<file path="src/pkg/frst_pkg.sv">
// constants and carrier types for the flash reset and status sequencer
package frst_pkg;
   localparam int CLOCK_HZ                = 10_000_000;
   localparam int RESET_READY_BUSY_NS     = 20_000;
   localparam int RESET_READY_IDLE_NS     = 500;
   localparam int RESET_PULSE_NS          = 500;
   localparam int RESET_HIGH_BEFORE_READ_NS = 50;
   localparam int CMD_TO_BUSY_DELAY_NS    = 90;
   localparam int STATUS_POLL_DELAY_NS    = 4_000;
   localparam int READ_CYCLE_NS           = 100;
   // least times round up, longest round down; only reset-high and command-to-busy are held to at least one cycle
   localparam int NS_PER_CYCLE            = 1_000_000_000 / CLOCK_HZ;
   localparam int RESET_PULSE_CYC         = (RESET_PULSE_NS + NS_PER_CYCLE - 1) / NS_PER_CYCLE;
   localparam int RESET_BUSY_WAIT_CYC     = (RESET_READY_BUSY_NS + NS_PER_CYCLE - 1) / NS_PER_CYCLE;
   localparam int RESET_IDLE_WAIT_CYC     = (RESET_READY_IDLE_NS + NS_PER_CYCLE - 1) / NS_PER_CYCLE;
   localparam int RESET_HIGH_CYC_RAW      = (RESET_HIGH_BEFORE_READ_NS + NS_PER_CYCLE - 1) / NS_PER_CYCLE;
   localparam int RESET_HIGH_CYC          = RESET_HIGH_CYC_RAW < 1 ? 1 : RESET_HIGH_CYC_RAW;
   localparam int CMD_TO_BUSY_CYC_RAW     = (CMD_TO_BUSY_DELAY_NS + NS_PER_CYCLE - 1) / NS_PER_CYCLE;
   localparam int CMD_TO_BUSY_CYC         = CMD_TO_BUSY_CYC_RAW < 1 ? 1 : CMD_TO_BUSY_CYC_RAW;
   localparam int STATUS_POLL_CYC         = (STATUS_POLL_DELAY_NS + NS_PER_CYCLE - 1) / NS_PER_CYCLE;
   localparam int READ_CYC                = READ_CYCLE_NS / NS_PER_CYCLE;
   localparam int CNT_W                   = 16;

   typedef enum logic [3:0] {
      FRST_IDLE     = 4'h0,
      FRST_RST_LOW  = 4'h1,
      FRST_RST_HIGH = 4'h3,
      FRST_CMD_WAIT = 4'h2,
      FRST_POLL_DLY = 4'h6,
      FRST_RD_LOW   = 4'h7,
      FRST_RD_HIGH  = 4'h5,
      FRST_SUSPEND  = 4'h4,
      FRST_RD_DONE  = 4'hC
   } frst_state_e;

   typedef struct packed {
      logic reset_n;
      logic ce_n;
      logic oe_n;
   } frst_pins_s;

   typedef struct packed {
      logic busy;
      logic done;
      logic error;
      logic standby;
      logic gen_toggled;
      logic es_toggled;
   } frst_status_s;

   typedef struct packed {
      frst_state_e      state;
      logic [CNT_W-1:0] cnt;
      logic [CNT_W-1:0] poll_cnt;
      logic             poll_met;
      logic             alg_running;
      logic             first_rd;
      logic             prev_gen;
      logic             prev_es;
      frst_pins_s       pins;
      frst_status_s     stat;
   } frst_state_s;
endpackage

</file>
<file path="src/core/frst_host.sv">
// host sequencer: resets the flash and polls its status after commands
`timescale 1ns/10ps
`default_nettype none
module frst_host
   import frst_pkg::*;
#(
   parameter int RESET_BUSY_WAIT = RESET_BUSY_WAIT_CYC,
   parameter int POLL_WAIT       = STATUS_POLL_CYC
)(
   input  wire logic         clock_in,
   input  wire logic         reset_n_in,
   input  wire logic         do_reset_in,
   input  wire logic         cmd_done_in,
   input  wire logic         suspend_in,
   input  wire logic         resume_in,
   input  wire logic         use_oe_toggle_in,
   input  wire logic         ready_busy_n_in,
   input  wire logic         general_toggle_bit_in,
   input  wire logic         erase_suspend_toggle_bit_in,
   output frst_pins_s        pins_out,
   output frst_status_s      status_out
);
   // refuse wait counts that the counters cannot hold
   if (RESET_BUSY_WAIT < 1 || RESET_BUSY_WAIT >= (1 << CNT_W))
   begin : g_bad_reset_wait
      $error("frst_host: reset wait count out of range");
   end
   if (POLL_WAIT < 1 || POLL_WAIT >= (1 << CNT_W))
   begin : g_bad_poll_wait
      $error("frst_host: poll wait count out of range");
   end
   // a busy reset may not be shorter than an idle one
   if (RESET_BUSY_WAIT < RESET_PULSE_CYC || RESET_BUSY_WAIT < RESET_IDLE_WAIT_CYC)
   begin : g_short_reset_wait
      $error("frst_host: reset wait shorter than the reset pulse");
   end

   // whole sequencer state in one register
   frst_state_s r;
   frst_state_s next_r;

   always_comb
   begin
      next_r = r;
      // done is a one-cycle pulse
      next_r.stat.done = 1'b0;
      // poll delay frozen while suspended or in flash reset
      if (r.alg_running && r.state != FRST_SUSPEND && r.state != FRST_RST_LOW && !r.poll_met)
      begin
         if (r.poll_cnt == CNT_W'(POLL_WAIT - 1))
            next_r.poll_met = 1'b1;
         else
            next_r.poll_cnt = r.poll_cnt + CNT_W'(1);
      end
      case (r.state)
         FRST_IDLE:
         begin
            next_r.pins.ce_n = 1'b1;
            next_r.pins.oe_n = 1'b1;
            if (do_reset_in)
            begin
               next_r.state = FRST_RST_LOW;
               next_r.pins.reset_n = 1'b0;
               next_r.cnt = '0;
            end
            else if (cmd_done_in)
            begin
               next_r.state = FRST_CMD_WAIT;
               next_r.alg_running = 1'b1;
               next_r.poll_met = 1'b0;
               next_r.poll_cnt = '0;
               next_r.cnt = '0;
               next_r.stat.error = 1'b0;
            end
         end

         FRST_RST_LOW:
         begin
            // hold long enough for abort of a running algorithm
            next_r.cnt = r.cnt + CNT_W'(1);
            if (r.cnt == CNT_W'(RESET_BUSY_WAIT - 1))
               next_r.stat.standby = 1'b1;
            // release once the wait for this case is served
            if ((r.alg_running && r.cnt >= CNT_W'(RESET_BUSY_WAIT - 1)) ||
                (!r.alg_running && r.cnt >= CNT_W'(RESET_IDLE_WAIT_CYC - 1) &&
                 r.cnt >= CNT_W'(RESET_PULSE_CYC - 1)))
            begin
               next_r.state = FRST_RST_HIGH;
               next_r.pins.reset_n = 1'b1;
               next_r.cnt = '0;
               next_r.alg_running = 1'b0;
               next_r.stat.busy = 1'b0;
            end
         end

         FRST_RST_HIGH:
         begin
            next_r.stat.standby = 1'b0;
            next_r.cnt = r.cnt + CNT_W'(1);
            if (r.cnt >= CNT_W'(RESET_HIGH_CYC - 1))
               next_r.state = FRST_IDLE;
         end

         FRST_CMD_WAIT:
         begin
            next_r.stat.busy = 1'b1;
            next_r.cnt = r.cnt + CNT_W'(1);
            if (r.cnt >= CNT_W'(CMD_TO_BUSY_CYC - 1))
            begin
               next_r.state = FRST_POLL_DLY;
               // flash still ready: command was not taken
               if (ready_busy_n_in)
                  next_r.stat.error = 1'b1;
            end
         end

         FRST_POLL_DLY:
         begin
            if (do_reset_in)
            begin
               next_r.state = FRST_RST_LOW;
               next_r.pins.reset_n = 1'b0;
               next_r.cnt = '0;
            end
            else if (suspend_in)
               next_r.state = FRST_SUSPEND;
            else if (ready_busy_n_in && r.poll_met)
            begin
               next_r.state = FRST_IDLE;
               next_r.alg_running = 1'b0;
               next_r.stat.busy = 1'b0;
               next_r.stat.done = 1'b1;
            end
            else if (r.poll_met)
            begin
               next_r.state = FRST_RD_LOW;
               next_r.cnt = '0;
               next_r.pins.ce_n = 1'b0;
               next_r.pins.oe_n = 1'b0;
            end
         end

         FRST_RD_LOW:
         begin
            next_r.cnt = r.cnt + CNT_W'(1);
            if (r.cnt >= CNT_W'(READ_CYC))
            begin
               // compare with previous sample of each toggle bit
               if (!r.first_rd)
               begin
                  next_r.stat.gen_toggled = general_toggle_bit_in ^ r.prev_gen;
                  next_r.stat.es_toggled  = erase_suspend_toggle_bit_in ^ r.prev_es;
               end
               next_r.prev_gen = general_toggle_bit_in;
               next_r.prev_es  = erase_suspend_toggle_bit_in;
               next_r.first_rd = 1'b0;
               // end the read with either enable
               if (use_oe_toggle_in)
                  next_r.pins.oe_n = 1'b1;
               else
               begin
                  next_r.pins.ce_n = 1'b1;
                  next_r.pins.oe_n = 1'b1;
               end
               next_r.state = FRST_RD_HIGH;
            end
         end

         FRST_RD_HIGH:
         begin
            // chip enable follows a cycle later in output-enable mode
            next_r.pins.ce_n = 1'b1;
            next_r.state = FRST_RD_DONE;
         end

         FRST_RD_DONE:
            next_r.state = FRST_POLL_DLY;

         FRST_SUSPEND:
         begin
            next_r.pins.ce_n = 1'b1;
            next_r.pins.oe_n = 1'b1;
            if (resume_in)
            begin
               // restart the poll delay only if it had not run out
               if (!r.poll_met)
                  next_r.poll_cnt = '0;
               next_r.first_rd = 1'b1;
               next_r.state = FRST_POLL_DLY;
            end
            else if (do_reset_in)
            begin
               next_r.state = FRST_RST_LOW;
               next_r.pins.reset_n = 1'b0;
               next_r.cnt = '0;
            end
         end

         default:
            next_r.state = FRST_IDLE;
      endcase
      // first read after a command only stores the toggle bits
      if (next_r.state == FRST_CMD_WAIT && r.state == FRST_IDLE)
         next_r.first_rd = 1'b1;
   end

   always_ff @(posedge clock_in or negedge reset_n_in)
   begin
      if (!reset_n_in)
      begin
         // flash pins idle high during reset
         r <= '0;
         r.state <= FRST_IDLE;
         r.pins <= '{reset_n: 1'b1, ce_n: 1'b1, oe_n: 1'b1};
      end
      else
         r <= next_r;
   end

   assign pins_out   = r.pins;
   assign status_out = r.stat;
endmodule
`default_nettype wire

</file>
<file path="config.mk">
export PLATFORM = sky130hd
export DESIGN_NAME = frst_host
export DESIGN_NICKNAME = d
export VERILOG_FILES = /design/src/pkg/frst_pkg.sv /design/src/core/frst_host.sv
export SDC_FILE = /design/constraint.sdc
export NUM_CORES = 1
export LEC_CHECK = 0
export BUFFER_PORTS_ARGS = -buffer_cell sky130_fd_sc_hd__buf_2
export CAP_MARGIN = 10
export CORE_ASPECT_RATIO = 1.75
export CORE_MARGIN = 10
export CORE_UTILIZATION = 55
export DETAILED_ROUTE_END_ITERATION = 16
export GPL_TIMING_DRIVEN = 0
export PLACE_DENSITY = 0.84
export SLEW_MARGIN = 20
export SYNTH_ARGS = -nofsm -noshare
export SYNTH_HDL_FRONTEND = slang
export SYNTH_SLANG_ARGS = --single-unit
</file>
<file path="constraint.sdc">
create_clock -name clock_in -period 2.3 [get_ports clock_in]
set_input_delay 0.46 -clock clock_in [delete_from_list [all_inputs] [get_ports clock_in]]
set_output_delay 0.46 -clock clock_in [all_outputs]
set_load 0.05 [all_outputs]
</file>
# ---- After elaboration in Yosys (flattened, before gate mapping)
# Index checks and enable logic that the tools add are counted.
dict set report totals {
  register_bits 50
  out_inout_bits 9
  inputBits 10
}
dict set report op_classes {
  add_sub_neg 2
  n_mux 56
  n_reduce_logical 36
  eq_ne 34
  bitwise_logic 3
  magnitude_cmp 4
}
# cell n
set ops {}
lappend ops {{2-to-1 mux 20 bit} 5}
lappend ops {{2-to-1 mux 16 bit} 6}
lappend ops {{one-hot mux 16 bit (5 select lines)} 1}
lappend ops {{2-to-1 mux 38 bit} 1}
lappend ops {{one-hot mux 4 bit (9 select lines)} 1}
lappend ops {{adder 16 x 1 -> 16 bit, second input constant} 2}
lappend ops {{greater-or-equal comparator 16 x 1 -> 1 bit, second input constant} 2}
lappend ops {{2-to-1 mux 4 bit} 8}
lappend ops {{one-hot mux 16 bit (2 select lines)} 1}
lappend ops {{inequality test 2 bit, second input constant} 15}
lappend ops {{AND reduction 7 bit} 3}
lappend ops {{2-to-1 mux 1 bit} 18}
lappend ops {{2-to-1 mux 18 bit} 1}
lappend ops {{inequality test 3 bit, second input constant} 6}
lappend ops {{nonzero test 3 bit} 6}
lappend ops {{2-to-1 mux 17 bit} 1}
lappend ops {{== test 16 x 6 -> 1 bit, second input constant} 1}
lappend ops {{== test 16 x 8 -> 1 bit, second input constant} 1}
lappend ops {{== test 4 x 3 -> 1 bit, second input constant} 4}
lappend ops {{greater-or-equal comparator 16 x 3 -> 1 bit, second input constant} 1}
lappend ops {{greater-or-equal comparator 16 x 8 -> 1 bit, second input constant} 1}
lappend ops {{one-hot mux 1 bit (3 select lines)} 5}
lappend ops {{== test 4 x 2 -> 1 bit, second input constant} 3}
lappend ops {{AND reduction 5 bit} 2}
lappend ops {{other kinds (20)} 40}

# ---- Longest topological paths before layout
dict set report depth {
  ltp_word 12
  depth_mapped 7
}

# ---- Worst setup path after synthesis
# OpenSTA, ideal clock, no wires.
dict set report synth_path {
  path_type {input port to flip-flop}
  startpoint {in do_reset_in}
  endpoint {reg r, in the netlist pins_out[1]}
  cell_stages 6
  t_arrival_ns 1.978
  required_time_ns 2.215
  path_slack_ns 0.237
  setup_time_ns 0.085
  cell_sequence {buf_2 or4b_1 a31oi_1 o31ai_1 a311oi_1 mux2_1}
}
dict set report synth_via {
  elab_chain_cells 2
}
# element line_no
set synth_rtl {}
lappend synth_rtl {{start: declaration} frst_host.sv:12} ;# input wire logic do_reset_in,
lappend synth_rtl {{inequality test 2 bit (no source line)} -}
lappend synth_rtl {{AND reduction 7 bit (no source line)} -}
lappend synth_rtl {{end signal: assignment} frst_host.sv:217} ;# r <= next_r;
lappend synth_rtl {{end: declaration} frst_host.sv:39} ;# frst_state_s r;
# No other way between the ends.
# A chain may end at the register's enable or synchronous reset.

==> summary.md <==
| Metric | Value |
|---|---|
| Final min period | 2.174 ns |
| Most common cell after layout, fill and taps aside | dfrtp_1 |
| Fraction of registers with async set/reset | 100.0% |
| Remaining DRCs | 0 |
| GP Congestion | 0.9566 |
| Nets | 391 |
| Synth Instances | 348 |
| DR WL/cell | 17.79 um |
| Die W | 76.82 um |
| Die area | 0.009174 mm^2 |
| Initial DRC count | 190 |
| Max-cap check violation count | 0 |
| CP peak stage delay | 0.57 ns |
| Vias in the first global route | 2924 |
| YS warnings | 0 |
| Critical path type | flip-flop to flip-flop |
| Num CTS Buffers | 5 |
| Post-placement cell count | 442 |
| Slew margin rel. | 56.81% |
| Mapped Avg Cell Area | 8.927 um^2 |
| Initial antenna violation count | 0 |
| Pre-CTS setup slack | -0.1418 ns |
| Buffers & Inverters on Critical Path | 2 |
| Total Power | 4.005 mW |
| Crit-path slowest cell | a2111oi_4 |
| Netlist Area Pre-Place | 0.003107 mm^2 |
| Worst skew pair latency | 0.31 ns |
| Register area share after synthesis | 40.39% |
| Non-Filler Instances | 453 |
| Clk_skew | 0.008068 ns |
| Lkg Pwr | 1.462 nW |
| Nature of the critical path endpoint | flip-flop |
| Clk pin slew, worst setup/hold paths | 0.10 ns |
| Cell Chain, Critical Path | buf_6 > or3b_4 > a2111oi_4 > buf_4 > a21oi_1 > o21ai_1 > o41ai_1 |
| Commonest cells after routing, fill and taps aside | dfrtp_1, nand2_1, buf_2, nand3_1, o21ai_0 |
| CP top delay family | compound AO/OA/AOI/OAI gates |
| Clock Tree Root | clkbuf_8 |
| Worst Path Required | 2.49 ns |
| Crit path max fanout | 10 |
| Number of synthesized flops with an enable pin | 0 |
| Initial core utilization | 56.07% |
| Final core area utilization | 62.65% |
| Peak supply drop | 0.5821 mV |
| Worst-Margin Slew | 0.6479 ns |
| Main synth FF type | dfrtp_1 |
| Area of the core | 0.005540 mm^2 |
| IO Port Bufs | 18 |
| GR Util All Layers | 17.55% |
| Status | finished, final reports clean |
| Post-DRT Antenna Nets | 0 |
| Mapped Nets | 363 |
| #FFs+latches synth | 50 |
| Part of the cycle the worst path needs | 94.51% |
| Overflow after GRT | 0 |
| Clock Sinks | 50 |
| DP Wirelength | 5873 um |
| Final hold viol count | 0 |
| Pre-antenna DRT Iters | 5 |
| Layout cells sized above 1 | 18.04% |
| Post-Route WL | 8060 um |
| DR vias | 2887 |
| Setup-failing EPs final | 0 |
| Final worst setup slack | 0.1263 ns |
| RSZ-0062 raised after global routing | false |
| FP Rows | 36 |
| Die H | 119.4 um |
| Post-CTS Hold Fix Bufs | 0 |
| Crit path DAT | 2.36 ns |
| Post-synthesis cell type count | 63 |
| Clk buf depth | 2 |
| Io pins | 19 |
| Largest net degree at the start of global routing | 51 |
| Worst Reg2Reg Path Length in Cells | 7 |
| WP depth | 7 |
| First-pass GRT wire length | 13650 um |
| Peak Freq | 0.4600 GHz |
| Antenna diode count | 0 |
| CTS tree | done |
| P&R area growth vs syn | 11.72% |
| Worst Hold Class | input port to asynchronous set/reset pin |
| WHS | 0.1749 ns |
| H-tree depth | 2 |
| Vias per inst | 6.373 |
| Max Slew Vio Count | 0 |
| CP Launch Type | flip-flop |
| Cell Pwr Density | 1154 mW/mm^2 |
## Yosys cell counts, types with 4 or more instances
| cell type | n | share of area (%) |
|---|---|---|
| nor2b_1 | 6 | 1.2 |
| and3_1 | 4 | 0.81 |
| nand2_1 | 29 | 3.5 |
| o21bai_1 | 4 | 0.97 |
| dfrtp_1 | 47 | 38 |
| ha_1 | 5 | 2.0 |
| mux2_2 | 4 | 1.4 |
| nand3_1 | 25 | 4.0 |
| nor3_1 | 14 | 2.3 |
| buf_2 | 8 | 1.3 |
| or4_1 | 7 | 1.7 |
| a21oi_1 | 17 | 2.7 |
| o21ai_0 | 21 | 3.4 |
| o2bb2ai_1 | 4 | 1.1 |
| nand4_1 | 8 | 1.6 |
| buf_4 | 11 | 2.7 |
| o211ai_1 | 5 | 1.2 |
| a22o_1 | 10 | 2.8 |
| o21ai_1 | 5 | 0.81 |
| nor2_1 | 19 | 2.3 |
| inv_1 | 14 | 1.7 |
| a31oi_1 | 5 | 1.0 |
| nor4_1 | 12 | 2.4 |
## final timing paths
| kind | to | slack, ns | start |
|---|---|---|---|
| worst min register to register | r[19] | 0.49 | r[19] |
| worst min-delay path | r[39] | 0.17 | reset_n_in |
| worst max-delay path | r[17] | 0.13 | r[48] |
| worst max register to register | r[17] | 0.13 | r[48] |
| max in group asynchronous | r[27] | 1.69 | reset_n_in |
| min in group clock_in | status_out[4] | 0.41 | suspend_in |
## power by group
group          internal, mW  switching (mW)  total, mW  leakage (nW)
Sequential             1.09           0.207       1.30         0.652
Combinational         0.764            1.31       2.08         0.757
Clock                 0.326           0.302      0.628        0.0524
## metrics by stage
stage	instance area (um^2)	setup TNS (ns)
after global placement	3292	-0.4412
final	3471	0
after floorplan	3107	0
after global routing	3471	0
after CTS	3415	0
after detailed placement	3294	-0.9861
## worst register-to-register path: cells and delay by family, from the launching register on
kind                   cells  cell delay [ns]
AO/OA/AOI/OAI              4             0.83
buffers and inverters      2             0.42
flip-flops                 1             0.39
AND/OR/NAND/NOR            1             0.42
## final cells by class
cell class | count | area (um^2)
plain buffers | 24 | 148.9
clock buffers | 7 | 76.32
repair buffers | 21 | 115.1
inverters | 15 | 56.30
clock inverters | 1 | 30.03
well taps | 76 | 95.09
flip-flops and latches | 50 | 1255
fillers | 482 | 2069
multi-input cells | 259 | 1694
## registers in the layout, indices dropped and copies added, names as in the netlist
signal and count:
r 41, status_out 6, pins_out 3
## routing by layer
layer,vias up,global-route usage [%],part of all wire [%]
li1,1374,-,-
met1,1389,17.73,36
met4,0,9.112,3.6
met3,26,2.560,3.6
met5,-,0,0
met2,98,33.37,56
## logic make-up (layout without fill, tap and decap cells)
group	count (synthesis)	in the layout	synth area share (%)
XOR/XNOR	3	3	0.8459
flip-flops	50	50	40.39
multiplexers	7	7	2.457
adder cells (fa/ha/maj)	5	5	2.014
buffers and inverters	39	68	6.605
AND/OR/NAND/NOR	138	138	23.28
AO/OA/AOI/OAI	106	106	24.41
## repair_timing
item / 4_1_cts / 5_1_grt
endpoints found under the setup margin: 3 / 20
buffers inserted: 0 / 3
gates resized for setup: 2 / 6
gates cloned: 0 / 0
hold endpoints to repair: 0 / 0
pin swaps: 0 / 3
(Power assumes the default switching activity.)
